File: config.mk
export PLATFORM = sky130hd
export DESIGN_NAME = serial_status_two
export DESIGN_NICKNAME = d
export VERILOG_FILES = /design/src/serial_port_pkg.sv /design/src/serial_rx_sync.sv /design/src/serial_status_two.sv
export SDC_FILE = /design/constraint.sdc
export NUM_CORES = 1
export LEC_CHECK = 0
export BUFFER_PORTS_ARGS = -buffer_cell sky130_fd_sc_hd__buf_4
export CORE_MARGIN = 2
export CORE_UTILIZATION = 40
export DETAILED_ROUTE_END_ITERATION = 8
export GPL_ROUTABILITY_DRIVEN = 1
export PLACE_DENSITY = 0.6
export SLEW_MARGIN = 30
export SYNTH_ARGS = -nofsm -noshare
export SYNTH_HDL_FRONTEND = slang
export SYNTH_HIERARCHICAL = 1
export SYNTH_SLANG_ARGS = --single-unit
File: constraint.sdc
create_clock -name clk_sys -period 8.25 [get_ports clk_sys]
set_input_delay 1.65 -clock clk_sys [delete_from_list [all_inputs] [get_ports clk_sys]]
set_output_delay 1.65 -clock clk_sys [all_outputs]
set_load 0.05 [all_outputs]
File: src/serial_port_pkg.sv
// Constants shared by the serial port status block
package serial_port_pkg;

  // ----------------------------------------------------------------
  // Timing
  // ----------------------------------------------------------------
  localparam int unsigned CLK_HZ          = 20_000_000;
  localparam int unsigned BAUD_RATE       = 19_200;
  localparam int unsigned BIT_CYCLES      = CLK_HZ / BAUD_RATE;
  localparam int unsigned HALF_BIT_CYCLES = BIT_CYCLES / 2;
  localparam int          CYC_W           = 11;

  // ----------------------------------------------------------------
  // Register offsets
  // ----------------------------------------------------------------
  localparam logic [3:0] OFS_STATUS2    = 4'h0;
  localparam logic [3:0] OFS_CONTROL    = 4'h1;
  localparam logic [3:0] OFS_RX_DATA    = 4'h2;
  localparam logic [3:0] OFS_STATUS1    = 4'h3;
  localparam logic [3:0] OFS_IRQ_STATUS = 4'h4;
  localparam logic [3:0] OFS_IRQ_CLEAR  = 4'h5;
  localparam logic [3:0] OFS_IRQ_ENABLE = 4'h6;

  // ----------------------------------------------------------------
  // Field positions
  // ----------------------------------------------------------------
  localparam int S2_BREAK_FLAG   = 7;
  localparam int S2_EDGE_FLAG    = 6;
  localparam int S2_INVERT       = 4;
  localparam int S2_IDLE_REPORT  = 3;
  localparam int S2_LONG_BRK_TX  = 2;
  localparam int S2_LONG_BRK_DET = 1;
  localparam int S2_ACTIVE       = 0;
  localparam int CTL_NINE_BIT    = 0;
  localparam int CTL_STANDBY     = 1;
  localparam int CTL_SEND_BREAK  = 2;
  localparam int S1_RX_FULL      = 0;
  localparam int S1_FRAME_ERR    = 1;
  localparam int S1_IDLE         = 2;
  localparam int IRQ_BREAK       = 0;
  localparam int IRQ_EDGE        = 1;
  localparam int IRQ_RX_FULL     = 2;
  localparam int IRQ_FRAME_ERR   = 3;
  localparam int IRQ_IDLE        = 4;
  localparam int IRQ_W           = 5;

  // ----------------------------------------------------------------
  // Reset values and bit counts
  // ----------------------------------------------------------------
  localparam logic [7:0]       STATUS2_RESET = 8'h00;
  localparam logic [IRQ_W-1:0] IRQ_RESET     = 5'h00;
  localparam logic             LINE_IDLE     = 1'b1;
  localparam logic [3:0]       CHAR_BITS     = 4'hA;
  localparam logic [3:0]       BRK_DET_SHORT = 4'hA;
  localparam logic [3:0]       BRK_DET_LONG  = 4'hB;
  localparam logic [3:0]       BRK_TX_SHORT  = 4'hA;
  localparam logic [3:0]       BRK_TX_LONG   = 4'hD;
  localparam logic [3:0]       DATA_BITS     = 4'h8;

endpackage : serial_port_pkg

File: src/serial_rx_sync.sv
// Three-stage receive pin synchroniser with agreement filter
`timescale 1ns/1ps
module serial_rx_sync (
  input  wire logic clk_sys,   // System clock
  input  wire logic rst,       // Async reset, active high
  input  wire logic pin_in,    // Raw receive pin
  output logic      level_out  // Filtered level
);

  logic s1_reg;
  logic s2_reg;
  logic s3_reg;

  always_ff @(posedge clk_sys or posedge rst) begin
    if (rst) begin
      s1_reg <= serial_port_pkg::LINE_IDLE;
      s2_reg <= serial_port_pkg::LINE_IDLE;
      s3_reg <= serial_port_pkg::LINE_IDLE;
    end else begin
      s1_reg <= pin_in;
      s2_reg <= s1_reg;
      s3_reg <= s2_reg;
    end
  end

  // Level moves only when the two settled stages agree
  always_ff @(posedge clk_sys or posedge rst) begin
    if (rst) begin
      level_out <= serial_port_pkg::LINE_IDLE;
    end else if (s2_reg == s3_reg) begin
      level_out <= s3_reg;
    end
  end

endmodule : serial_rx_sync

File: src/serial_status_two.sv
// Serial port receive status, break detection and break transmit
`timescale 1ns/1ps
module serial_status_two (
  input  wire logic       clk_sys,    // System clock, 20 MHz
  input  wire logic       rst,        // Async reset, active high
  input  wire logic [3:0] reg_addr,   // Register offset
  input  wire logic [7:0] reg_wdata,  // Write data
  input  wire logic       reg_wr,     // Write strobe
  input  wire logic       reg_rd,     // Read strobe
  output logic      [7:0] reg_rdata,  // Read data, cycle after strobe
  input  wire logic       rx_pin,     // Receive pin
  output logic            tx_pin,     // Transmit pin
  output logic            irq         // Level interrupt
);

  typedef enum logic [1:0] {RX_IDLE, RX_START, RX_DATA, RX_STOP} rx_state_e;

  localparam logic [serial_port_pkg::CYC_W-1:0] BIT_LAST =
    serial_port_pkg::CYC_W'(serial_port_pkg::BIT_CYCLES - 1);
  localparam logic [serial_port_pkg::CYC_W-1:0] HALF_LAST =
    serial_port_pkg::CYC_W'(serial_port_pkg::HALF_BIT_CYCLES - 1);

  function automatic logic [3:0] break_threshold(input logic long_det, input logic nine);
    break_threshold = (long_det ? serial_port_pkg::BRK_DET_LONG
                                : serial_port_pkg::BRK_DET_SHORT) + {3'h0, nine};
  endfunction : break_threshold

  function automatic logic [3:0] char_bits(input logic nine);
    char_bits = serial_port_pkg::CHAR_BITS + {3'h0, nine};
  endfunction : char_bits

  function automatic logic [3:0] tx_break_bits(input logic long_tx, input logic nine);
    tx_break_bits = (long_tx ? serial_port_pkg::BRK_TX_LONG
                             : serial_port_pkg::BRK_TX_SHORT) + {3'h0, nine};
  endfunction : tx_break_bits

  logic                                rx_level;
  logic                                rx_line;
  logic                                rx_prev_reg;
  logic                                break_flag_reg;
  logic                                edge_flag_reg;
  logic                                invert_reg;
  logic                                idle_report_reg;
  logic                                long_tx_reg;
  logic                                long_det_reg;
  logic                                active_reg;
  logic                                nine_bit_reg;
  logic                                standby_reg;
  logic                                rx_full_reg;
  logic                                frame_err_reg;
  logic                                idle_flag_reg;
  logic                                idle_armed_reg;
  logic [7:0]                          rx_data_reg;
  logic [serial_port_pkg::CYC_W-1:0]   low_cyc_reg;
  logic [3:0]                          low_bits_reg;
  logic [serial_port_pkg::CYC_W-1:0]   high_cyc_reg;
  logic [3:0]                          high_bits_reg;
  rx_state_e                           rx_state_reg;
  logic [serial_port_pkg::CYC_W-1:0]   rx_cyc_reg;
  logic [3:0]                          rx_idx_reg;
  logic [8:0]                          rx_shift_reg;
  logic                                tx_busy_reg;
  logic [serial_port_pkg::CYC_W-1:0]   tx_cyc_reg;
  logic [3:0]                          tx_bits_reg;
  logic [3:0]                          tx_len_reg;
  logic [serial_port_pkg::IRQ_W-1:0]   irq_status_reg;
  logic [serial_port_pkg::IRQ_W-1:0]   irq_enable_reg;
  logic                                wr_status2;
  logic                                wr_control;
  logic                                rd_rx_data;
  logic                                rx_fall;
  logic                                low_tick;
  logic                                high_tick;
  logic                                break_event;
  logic                                idle_line_event;
  logic                                idle_event;
  logic                                start_valid;
  logic                                char_done;
  logic                                rx_full_event;
  logic                                frame_err_event;
  logic                                tx_start;
  logic [serial_port_pkg::IRQ_W-1:0]   irq_events;

  // ----------------------------------------------------------------
  // Receive input conditioning
  // ----------------------------------------------------------------
  serial_rx_sync u_rx_sync (
    .clk_sys   (clk_sys),
    .rst       (rst),
    .pin_in    (rx_pin),
    .level_out (rx_level)
  );

  assign rx_line = rx_level ^ invert_reg;

  // Toggling the invert bit can itself look like an edge
  always_ff @(posedge clk_sys or posedge rst) begin
    if (rst) begin
      rx_prev_reg <= serial_port_pkg::LINE_IDLE;
    end else begin
      rx_prev_reg <= rx_line;
    end
  end

  assign rx_fall = rx_prev_reg & ~rx_line;

  // ----------------------------------------------------------------
  // Line level duration counters
  // ----------------------------------------------------------------
  assign low_tick  = ~rx_line & (low_cyc_reg == BIT_LAST);
  assign high_tick = rx_line & (high_cyc_reg == BIT_LAST);

  always_ff @(posedge clk_sys or posedge rst) begin
    if (rst) begin
      low_cyc_reg   <= '0;
      low_bits_reg  <= '0;
      high_cyc_reg  <= '0;
      high_bits_reg <= '0;
    end else if (rx_line) begin
      low_cyc_reg  <= '0;
      low_bits_reg <= '0;
      high_cyc_reg <= high_tick ? '0 : high_cyc_reg + 1'b1;
      if (high_tick && high_bits_reg != 4'hF) begin
        high_bits_reg <= high_bits_reg + 4'h1;
      end
    end else begin
      high_cyc_reg  <= '0;
      high_bits_reg <= '0;
      low_cyc_reg   <= low_tick ? '0 : low_cyc_reg + 1'b1;
      if (low_tick && low_bits_reg != 4'hF) begin
        low_bits_reg <= low_bits_reg + 4'h1;
      end
    end
  end

  assign break_event = long_det_reg & low_tick &
    (low_bits_reg == break_threshold(long_det_reg, nine_bit_reg) - 4'h1);
  // Frame length follows the nine-bit mode
  assign idle_line_event = high_tick &
    (high_bits_reg == char_bits(nine_bit_reg) - 4'h1);
  assign idle_event = idle_line_event & idle_armed_reg &
    (~standby_reg | idle_report_reg);

  // ----------------------------------------------------------------
  // Character receiver
  // ----------------------------------------------------------------
  assign start_valid = (rx_state_reg == RX_START) & (rx_cyc_reg == HALF_LAST) & ~rx_line;
  assign char_done   = (rx_state_reg == RX_STOP) & (rx_cyc_reg == BIT_LAST);
  // Standby keeps characters out of the buffer
  assign rx_full_event   = char_done & ~long_det_reg & ~standby_reg;
  // Stop bit check uses no transmit setting
  assign frame_err_event = rx_full_event & ~rx_line;

  always_ff @(posedge clk_sys or posedge rst) begin
    if (rst) begin
      rx_state_reg <= RX_IDLE;
      rx_cyc_reg   <= '0;
      rx_idx_reg   <= '0;
      rx_shift_reg <= '0;
    end else begin
      case (rx_state_reg)
        RX_IDLE: begin
          rx_cyc_reg <= '0;
          if (!rx_line) begin
            rx_state_reg <= RX_START;
          end
        end
        RX_START: begin
          rx_cyc_reg <= rx_cyc_reg + 1'b1;
          if (rx_cyc_reg == HALF_LAST) begin
            rx_cyc_reg   <= '0;
            rx_idx_reg   <= '0;
            rx_state_reg <= rx_line ? RX_IDLE : RX_DATA;
          end
        end
        RX_DATA: begin
          rx_cyc_reg <= rx_cyc_reg + 1'b1;
          if (rx_cyc_reg == BIT_LAST) begin
            rx_cyc_reg   <= '0;
            rx_shift_reg <= {rx_line, rx_shift_reg[8:1]};
            rx_idx_reg   <= rx_idx_reg + 4'h1;
            if (rx_idx_reg == serial_port_pkg::DATA_BITS - {3'h0, ~nine_bit_reg}) begin
              rx_state_reg <= RX_STOP;
            end
          end
        end
        RX_STOP: begin
          rx_cyc_reg <= rx_cyc_reg + 1'b1;
          if (rx_cyc_reg == BIT_LAST) begin
            rx_state_reg <= RX_IDLE;
          end
        end
        default: begin
          rx_state_reg <= RX_IDLE;
        end
      endcase
    end
  end

  // ----------------------------------------------------------------
  // Register decode and status flags
  // ----------------------------------------------------------------
  assign wr_status2 = reg_wr & (reg_addr == serial_port_pkg::OFS_STATUS2);
  assign wr_control = reg_wr & (reg_addr == serial_port_pkg::OFS_CONTROL);
  assign rd_rx_data = reg_rd & (reg_addr == serial_port_pkg::OFS_RX_DATA);

  // Set wins over a clearing write in the same cycle
  always_ff @(posedge clk_sys or posedge rst) begin
    if (rst) begin
      break_flag_reg <= serial_port_pkg::STATUS2_RESET[serial_port_pkg::S2_BREAK_FLAG];
      edge_flag_reg  <= serial_port_pkg::STATUS2_RESET[serial_port_pkg::S2_EDGE_FLAG];
    end else begin
      if (break_event) begin
        break_flag_reg <= 1'b1;
      end else if (wr_status2 && reg_wdata[serial_port_pkg::S2_BREAK_FLAG]) begin
        break_flag_reg <= 1'b0;
      end
      if (rx_fall) begin
        edge_flag_reg <= 1'b1;
      end else if (wr_status2 && reg_wdata[serial_port_pkg::S2_EDGE_FLAG]) begin
        edge_flag_reg <= 1'b0;
      end
    end
  end

  always_ff @(posedge clk_sys or posedge rst) begin
    if (rst) begin
      invert_reg      <= serial_port_pkg::STATUS2_RESET[serial_port_pkg::S2_INVERT];
      idle_report_reg <= serial_port_pkg::STATUS2_RESET[serial_port_pkg::S2_IDLE_REPORT];
      long_tx_reg     <= serial_port_pkg::STATUS2_RESET[serial_port_pkg::S2_LONG_BRK_TX];
      long_det_reg    <= serial_port_pkg::STATUS2_RESET[serial_port_pkg::S2_LONG_BRK_DET];
    end else if (wr_status2) begin
      invert_reg      <= reg_wdata[serial_port_pkg::S2_INVERT];
      idle_report_reg <= reg_wdata[serial_port_pkg::S2_IDLE_REPORT];
      long_tx_reg     <= reg_wdata[serial_port_pkg::S2_LONG_BRK_TX];
      long_det_reg    <= reg_wdata[serial_port_pkg::S2_LONG_BRK_DET];
    end
  end

  // Read-only; no write path reaches it
  always_ff @(posedge clk_sys or posedge rst) begin
    if (rst) begin
      active_reg <= serial_port_pkg::STATUS2_RESET[serial_port_pkg::S2_ACTIVE];
    end else if (start_valid) begin
      active_reg <= 1'b1;
    end else if (idle_line_event) begin
      active_reg <= 1'b0;
    end
  end

  // Idle wakes the receiver out of standby
  always_ff @(posedge clk_sys or posedge rst) begin
    if (rst) begin
      nine_bit_reg <= 1'b0;
      standby_reg  <= 1'b0;
    end else if (wr_control) begin
      nine_bit_reg <= reg_wdata[serial_port_pkg::CTL_NINE_BIT];
      standby_reg  <= reg_wdata[serial_port_pkg::CTL_STANDBY];
    end else if (idle_line_event) begin
      standby_reg <= 1'b0;
    end
  end

  // Reading received data clears the receive flags
  always_ff @(posedge clk_sys or posedge rst) begin
    if (rst) begin
      rx_full_reg    <= 1'b0;
      frame_err_reg  <= 1'b0;
      idle_flag_reg  <= 1'b0;
      idle_armed_reg <= 1'b0;
      rx_data_reg    <= '0;
    end else begin
      if (rx_full_event) begin
        rx_full_reg <= 1'b1;
        rx_data_reg <= nine_bit_reg ? rx_shift_reg[7:0] : rx_shift_reg[8:1];
      end else if (rd_rx_data) begin
        rx_full_reg <= 1'b0;
      end
      if (frame_err_event) begin
        frame_err_reg <= 1'b1;
      end else if (rd_rx_data) begin
        frame_err_reg <= 1'b0;
      end
      if (idle_event) begin
        idle_flag_reg <= 1'b1;
      end else if (rd_rx_data) begin
        idle_flag_reg <= 1'b0;
      end
      if (char_done) begin
        idle_armed_reg <= 1'b1;
      end else if (idle_line_event) begin
        idle_armed_reg <= 1'b0;
      end
    end
  end

  // ----------------------------------------------------------------
  // Break transmitter
  // ----------------------------------------------------------------
  assign tx_start = wr_control & reg_wdata[serial_port_pkg::CTL_SEND_BREAK] & ~tx_busy_reg;

  always_ff @(posedge clk_sys or posedge rst) begin
    if (rst) begin
      tx_busy_reg <= 1'b0;
      tx_cyc_reg  <= '0;
      tx_bits_reg <= '0;
      tx_len_reg  <= '0;
      tx_pin      <= serial_port_pkg::LINE_IDLE;
    end else if (tx_start) begin
      tx_busy_reg <= 1'b1;
      tx_cyc_reg  <= '0;
      tx_bits_reg <= '0;
      tx_len_reg  <= tx_break_bits(long_tx_reg, nine_bit_reg);
      tx_pin      <= 1'b0;
    end else if (tx_busy_reg) begin
      tx_cyc_reg <= (tx_cyc_reg == BIT_LAST) ? '0 : tx_cyc_reg + 1'b1;
      if (tx_cyc_reg == BIT_LAST) begin
        tx_bits_reg <= tx_bits_reg + 4'h1;
        if (tx_bits_reg == tx_len_reg - 4'h1) begin
          tx_busy_reg <= 1'b0;
          tx_pin      <= serial_port_pkg::LINE_IDLE;
        end
      end
    end
  end

  // ----------------------------------------------------------------
  // Interrupts and read data
  // ----------------------------------------------------------------
  assign irq_events = {idle_event, frame_err_event, rx_full_event, rx_fall, break_event};

  always_ff @(posedge clk_sys or posedge rst) begin
    if (rst) begin
      irq_status_reg <= serial_port_pkg::IRQ_RESET;
      irq_enable_reg <= serial_port_pkg::IRQ_RESET;
      irq            <= 1'b0;
    end else begin
      if (reg_wr && reg_addr == serial_port_pkg::OFS_IRQ_CLEAR) begin
        irq_status_reg <= (irq_status_reg & ~reg_wdata[serial_port_pkg::IRQ_W-1:0]) | irq_events;
      end else begin
        irq_status_reg <= irq_status_reg | irq_events;
      end
      if (reg_wr && reg_addr == serial_port_pkg::OFS_IRQ_ENABLE) begin
        irq_enable_reg <= reg_wdata[serial_port_pkg::IRQ_W-1:0];
      end
      irq <= |(irq_status_reg & irq_enable_reg);
    end
  end

  always_ff @(posedge clk_sys or posedge rst) begin
    if (rst) begin
      reg_rdata <= '0;
    end else if (!reg_rd) begin
      reg_rdata <= '0;
    end else begin
      case (reg_addr)
        serial_port_pkg::OFS_STATUS2:    reg_rdata <= {break_flag_reg, edge_flag_reg, 1'b0,
          invert_reg, idle_report_reg, long_tx_reg, long_det_reg, active_reg};
        serial_port_pkg::OFS_CONTROL:    reg_rdata <= {6'h00, standby_reg, nine_bit_reg};
        serial_port_pkg::OFS_RX_DATA:    reg_rdata <= rx_data_reg;
        serial_port_pkg::OFS_STATUS1:    reg_rdata <= {5'h00, idle_flag_reg, frame_err_reg,
          rx_full_reg};
        serial_port_pkg::OFS_IRQ_STATUS: reg_rdata <= {3'h0, irq_status_reg};
        serial_port_pkg::OFS_IRQ_ENABLE: reg_rdata <= {3'h0, irq_enable_reg};
        default:                         reg_rdata <= 8'h00;
      endcase
    end
  end
endmodule : serial_status_two

* Word-level counts from Yosys, hierarchy flattened
Index checks and enable logic that the tools add are counted.
Widths: inputs -> output; s select.
** Cells by class
- Add/sub/neg operators :: 15
- $mul :: 0
- Divide/modulo/power cells :: 0
- $lt $le $gt $ge :: 0
- Eq/ne operators :: 27
- Shift operators :: 0
- Multiplexer cells :: 53
- Bitwise logic cells :: 31
- Reductions and logical operators :: 27
** Operators with widths (count)
- $mux 11 :: 9
- $pmux 8 s6 :: 1
- $add 11x1->11 const B :: 4
- $eq 11x11->1 const B :: 4
- $pmux 11 s4 :: 1
- $mux 4 :: 9
- $reduce_bool 2->1 :: 13
- $mux 1 :: 21
- $and 1x1->1 :: 19
- $add 4x1->4 const B :: 4
- $eq 4x4->1 :: 4
- $mux 8 :: 2
- $eq 4x3->1 const B :: 3
- $mux 2 :: 6
- $sub 4x1->4 const B :: 3
- $eq 11x10->1 const B :: 1
- $and 5x5->5 :: 2
- $or 5x5->5 :: 2
- $add 4x1->4 :: 2
- $eq 4x2->1 const B :: 2
- $ne 4x4->1 const B :: 2
- $pmux 2 s4 :: 1
- $pmux 4 s2 :: 1
- $logic_and 1x1->1 :: 6
- other kinds (20) :: 31
** Word-level totals
- Flip-flop bits (word level) :: 122
- Bits in latches :: 0
- Bits in writable memories :: 0
- ROM bits :: 0
- Input port bits :: 17
- Output and inout bits :: 10
- Word-level logic and storage cells :: 189
- Memories :: 0

* Depth between registers and ports, before layout
- Depth in word-level cells :: 8
- Gate-level depth with buffers :: 8
- Mapped depth without buffers :: 6

* Hierarchy
Netlist, hierarchy kept.
** By module, submodules not included
- serial_status_two :: instances 1, cells each 550, area an instance 5876.9 µm², seq. area each 2955.3 µm²
- serial_rx_sync :: instances 1, cells each 6, area an instance 120.1 µm², seq. area each 105.1 µm²

* Worst setup path before layout
No wires, ideal clock.
- Path kind :: input to register
- Start :: in reg_addr[2]
- End :: reg tx_cyc_reg[7] in the netlist's numbering
- Library setup time :: 0.078 ns
- Arrival time :: 3.185 ns
- Required time :: 8.172 ns
- Path slack :: 4.988 ns
- Stages on the path :: 5
- Path buffers :: 1
- Cells stage by stage :: buf_2 -> nor3b_1 -> a31oi_1 -> or4b_2 -> a21oi_1
** Between the ends
- Cells in the longest elaborated chain, start to end :: 5
- Elaborated cells between the ends (all ways) :: 6
- Classes of those cells :: eq/ne (1); mux (1); bitwise (3); reduce/logical (1)
** Ends and longest elaborated chain
- start: declaration :: RTL line serial_status_two.sv:6 : input wire logic [3:0] reg_addr,
- $eq 4x1->1 * :: RTL line serial_status_two.sv:204 : assign wr_control = reg_wr & (reg_addr == serial_port_pkg::OFS_CONTROL);
- $and 1x1->1 * :: RTL line serial_status_two.sv:204
- $and 1x1->1 * (2 in series) :: RTL line serial_status_two.sv:300 : assign tx_start = wr_control & reg_wdata[serial_port_pkg::CTL_SEND_BREAK] & ~tx_busy_reg;
- $mux 11 or $reduce_bool 2->1 (tied branches)
- end signal: assignment :: RTL line serial_status_two.sv:316 : tx_cyc_reg <= (tx_cyc_reg == BIT_LAST) ? '0 : tx_cyc_reg + 1'b1;
- end: declaration :: RTL line serial_status_two.sv:63 : logic [serial_port_pkg::CYC_W-1:0] tx_cyc_reg;
Every way passes the cells marked *; elsewhere a longest branch is shown, timed or not.
A chain may end at the register's enable or synchronous reset.

* Worst setup path in the final report
Same ends and word-level chain as after synthesis.

==> flow_summary.ini <==
[outcome]
status = finished clean

[detailed_routing]
wl_per_cell_microns = 14.7
drt-pass1-iter-count = 6
drt_iter0_drc = 331
ant_nets = 0
wl_microns = 11500
vias = 4179
avgViaCountPerCell = 5.34
drc = 0

[power]
p_int_uw = 1280
netSwitchingFraction_pct = 27.7
p_switching_uw = 490
leakagePower_uw = 0.00314
sequentialPowerShare_pct = 43.0
ir_drop_uv = 156
cellPowerDensity_nw_per_um2 = 254
combinationalPowerShare_pct = 15.7
clockPowerShare_pct = 41.3

[floorplan]
fp.coreArea_sq_um = 14600
die_w_microns = 126
initial_utilization_pct = 41.1
ioPinCount = 27
die-height_microns = 126
dieArea_sq_um = 16000
rows = 44

[logic_synthesis]
synth-simple-area-share_pct = 19.5
ys_seq_area_share_pct = 51.0
synth_xor_xnor_area_share_pct = 5.55
synthCells = 556
syn-cell-area_sq_um = 6000
synth-compound-area-share_pct = 8.03
synth_mux_area_share_pct = 9.70
synth_top_area_share_pct = 48.4
synth-main-ff-cell = dfrtp_1
synth.distinct_cells = 67
synth_top_family_by_area = simple AND/OR/NAND/NOR gates
async_reset_ff_share_pct = 100
synth.avg_cell_area_sq_um = 10.8
synth-adder-area-share_pct = 3.53
syn_nets = 589
synth_edf_count = 0
synth_top_cell_by_area = dfrtp_1
synth_area_leaders = dfrtp_1 (48%), mux2_2 (6.9%), ha_1 (3.3%), nor2_1 (3.1%), nand2_1 (3.0%)
synth-seq-cells = 122
yosys_warnings = 6

[placement]
place_ws_ns = 4.68
hpwl_microns = 7930
place_area_sq_um = 6380
port_buffers = 25
gp_congestion = 0.781

[grt]
track_usage_pct = 15.8
grt_max_degree = 79
antenna_found_initial = 0
grt_pass1_vias = 4287
grt_overflow = 0
grt_pass1_wl_microns = 20300

[worst_setup_path]
crit_type = in2reg
cp_slowest_cell = or4b_2
cp.required_ns = 8.59
path_cells = buf_4 -> nor3b_1 -> a31oi_1 -> buf_4 -> or4b_2 -> a21oi_1
crit_path_max_fanout = 19
max_stage_delay_ns = 0.61
cp_common_cell = buf_4
critPathLaunchType = input port
critPathArrivalTime_ns = 3.45
cp-end-kind = register

[timing]
fin_crit_ns = 3.12
clock_skew_ns = 0.00540
worstMarginPinSlew_ns = 0.727
relSlewSlack_pct = 51.5
slew_violations = 0
fmax_ghz = 0.321
setup_tns_ns = 0
post-route-period-util_pct = 37.8
setup_viol = 0
layout_setup_ws_ns = 5.13
rsz0062_at_grt = no
whs_ns = 0.349
finalHoldViolations = 0

[final_layout]
area_growth_pct = 16.3
fin_area_sq_um = 6980
drive_gt1_share_pct = 19.9
finish.utilization_pct = 47.8
n_antenna_cell = 0
fin_nets = 620

[job]
drv_cap = 0

[clocking]
ctsHoldBuffers = 0
cts_setup_buffers = 0
cts-htree-levels = 4
cts_buffer_depth = 2
clock-sinks = 122
cts_buffers = 17
tritoncts = yes
path_clk_slew_ns = 0.05
cts_root_buffer = clkbuf_16
postCtsResizedCells = 0
clock_latency_ns = 0.41

[worst_hold_path]
hold_path.class = reg2reg
[cells in the final DEF, fill, tap and decap left out, types with 5 or more instances in the layout]
cell type and instances:
dfstp_2 6, clkbuf_8 5, nor3_1 12, mux2i_1 12
nor2b_1 6, o21ai_0 16, nand2b_1 9, inv_1 24
nor4_1 5, a21oi_1 11, nand3_1 28, and4_1 5
xnor2_1 19, ha_1 16, xor2_1 19, nand4_1 8
nand2_1 48, or3_1 7, mux2_2 37, clkbuf_16 17
dfrtp_1 116, buf_4 28, nor2_1 49
[critical path: cells and delay by family]
family / cells / cell delay [ns]
simple gates: 2 / 1.09
buf+inv: 2 / 0.40
compound gates: 2 / 0.32
[Yosys cell counts (5+ instances only)]
| cell | n |
|---|---|
| a21oi_1 | 11 |
| nor2_1 | 49 |
| nor3_1 | 12 |
| and4_1 | 5 |
| nor4_1 | 5 |
| nand2b_1 | 9 |
| dfrtp_1 | 116 |
| o21ai_0 | 16 |
| nand3_1 | 28 |
| mux2_2 | 37 |
| nand4_1 | 8 |
| inv_1 | 25 |
| xor2_1 | 19 |
| xnor2_1 | 19 |
| mux2i_1 | 12 |
| ha_1 | 16 |
| nor2b_1 | 6 |
| or3_1 | 7 |
| nand2_1 | 48 |
| clkbuf_1 | 12 |
| dfstp_2 | 6 |
[final cells by class]
cell class	instances	area (sq um)
inverters	25	96.3
clock buffers	25	505
well taps	184	230
fillers	1294	7610
flip-flops and latches	122	3060
clock inverters	6	86.3
multi-input cells	392	2780
repair buffers	29	221
[power by group through the flow]
stage / Sequential, uW / Clock (uW) / Combinational [uW]
after global routing: 773 / 777 / 319
after detailed placement: 770 / 0 / 281
after global placement: 767 / 0 / 272
final: 761 / 731 / 277
after floorplan: 751 / 0 / 214
after CTS: 761 / 752 / 283
[through the flow]
stage,total power [uW],std cells
final,1770,783
after global routing,1870,783
after CTS,1800,783
after detailed placement,1050,752
after global placement,1040,752
after floorplan,966,556
[cell families after synthesis]
family / after synthesis
buffers and inverters: 42
and+or+nand+nor: 217
muxes: 51
DFF: 122
adders and majority gates: 17
xor gates and xnor gates: 38
AOI/OAI and AO/OA: 69
[per-layer routing]
metal / global-route usage, % / share of wire [%] / vias up
li1: - / - / 2042
met1: 20.2 / 48 / 2064
met2: 25.3 / 47 / 58
met3: 3.84 / 2.9 / 15
met4: 7.30 / 1.7 / 0
met5: 0 / 0 / -
[final timing paths]
check                                           start                          to  slack (ns)  cells past startpoint
hold reg to reg            u_rx_sync/s1_reg$_DFF_PP1_  u_rx_sync/s2_reg$_DFF_PP1_        0.35                      0
max in group asynchronous                         rst    rx_cyc_reg[10]$_DFF_PP0_        5.87                      3
setup reg to reg              rx_cyc_reg[0]$_DFF_PP0_  rx_data_reg[6]$_DFFE_PP0P_        5.93                      6
setup / recovery                          reg_addr[2]   tx_cyc_reg[7]$_DFFE_PP0P_        5.13                      6
min in group asynchronous                         rst   tx_cyc_reg[7]$_DFFE_PP0P_        1.29                      2
hold / removal             u_rx_sync/s1_reg$_DFF_PP1_  u_rx_sync/s2_reg$_DFF_PP1_        0.35                      0
Power figures use the tool's default switching activity.
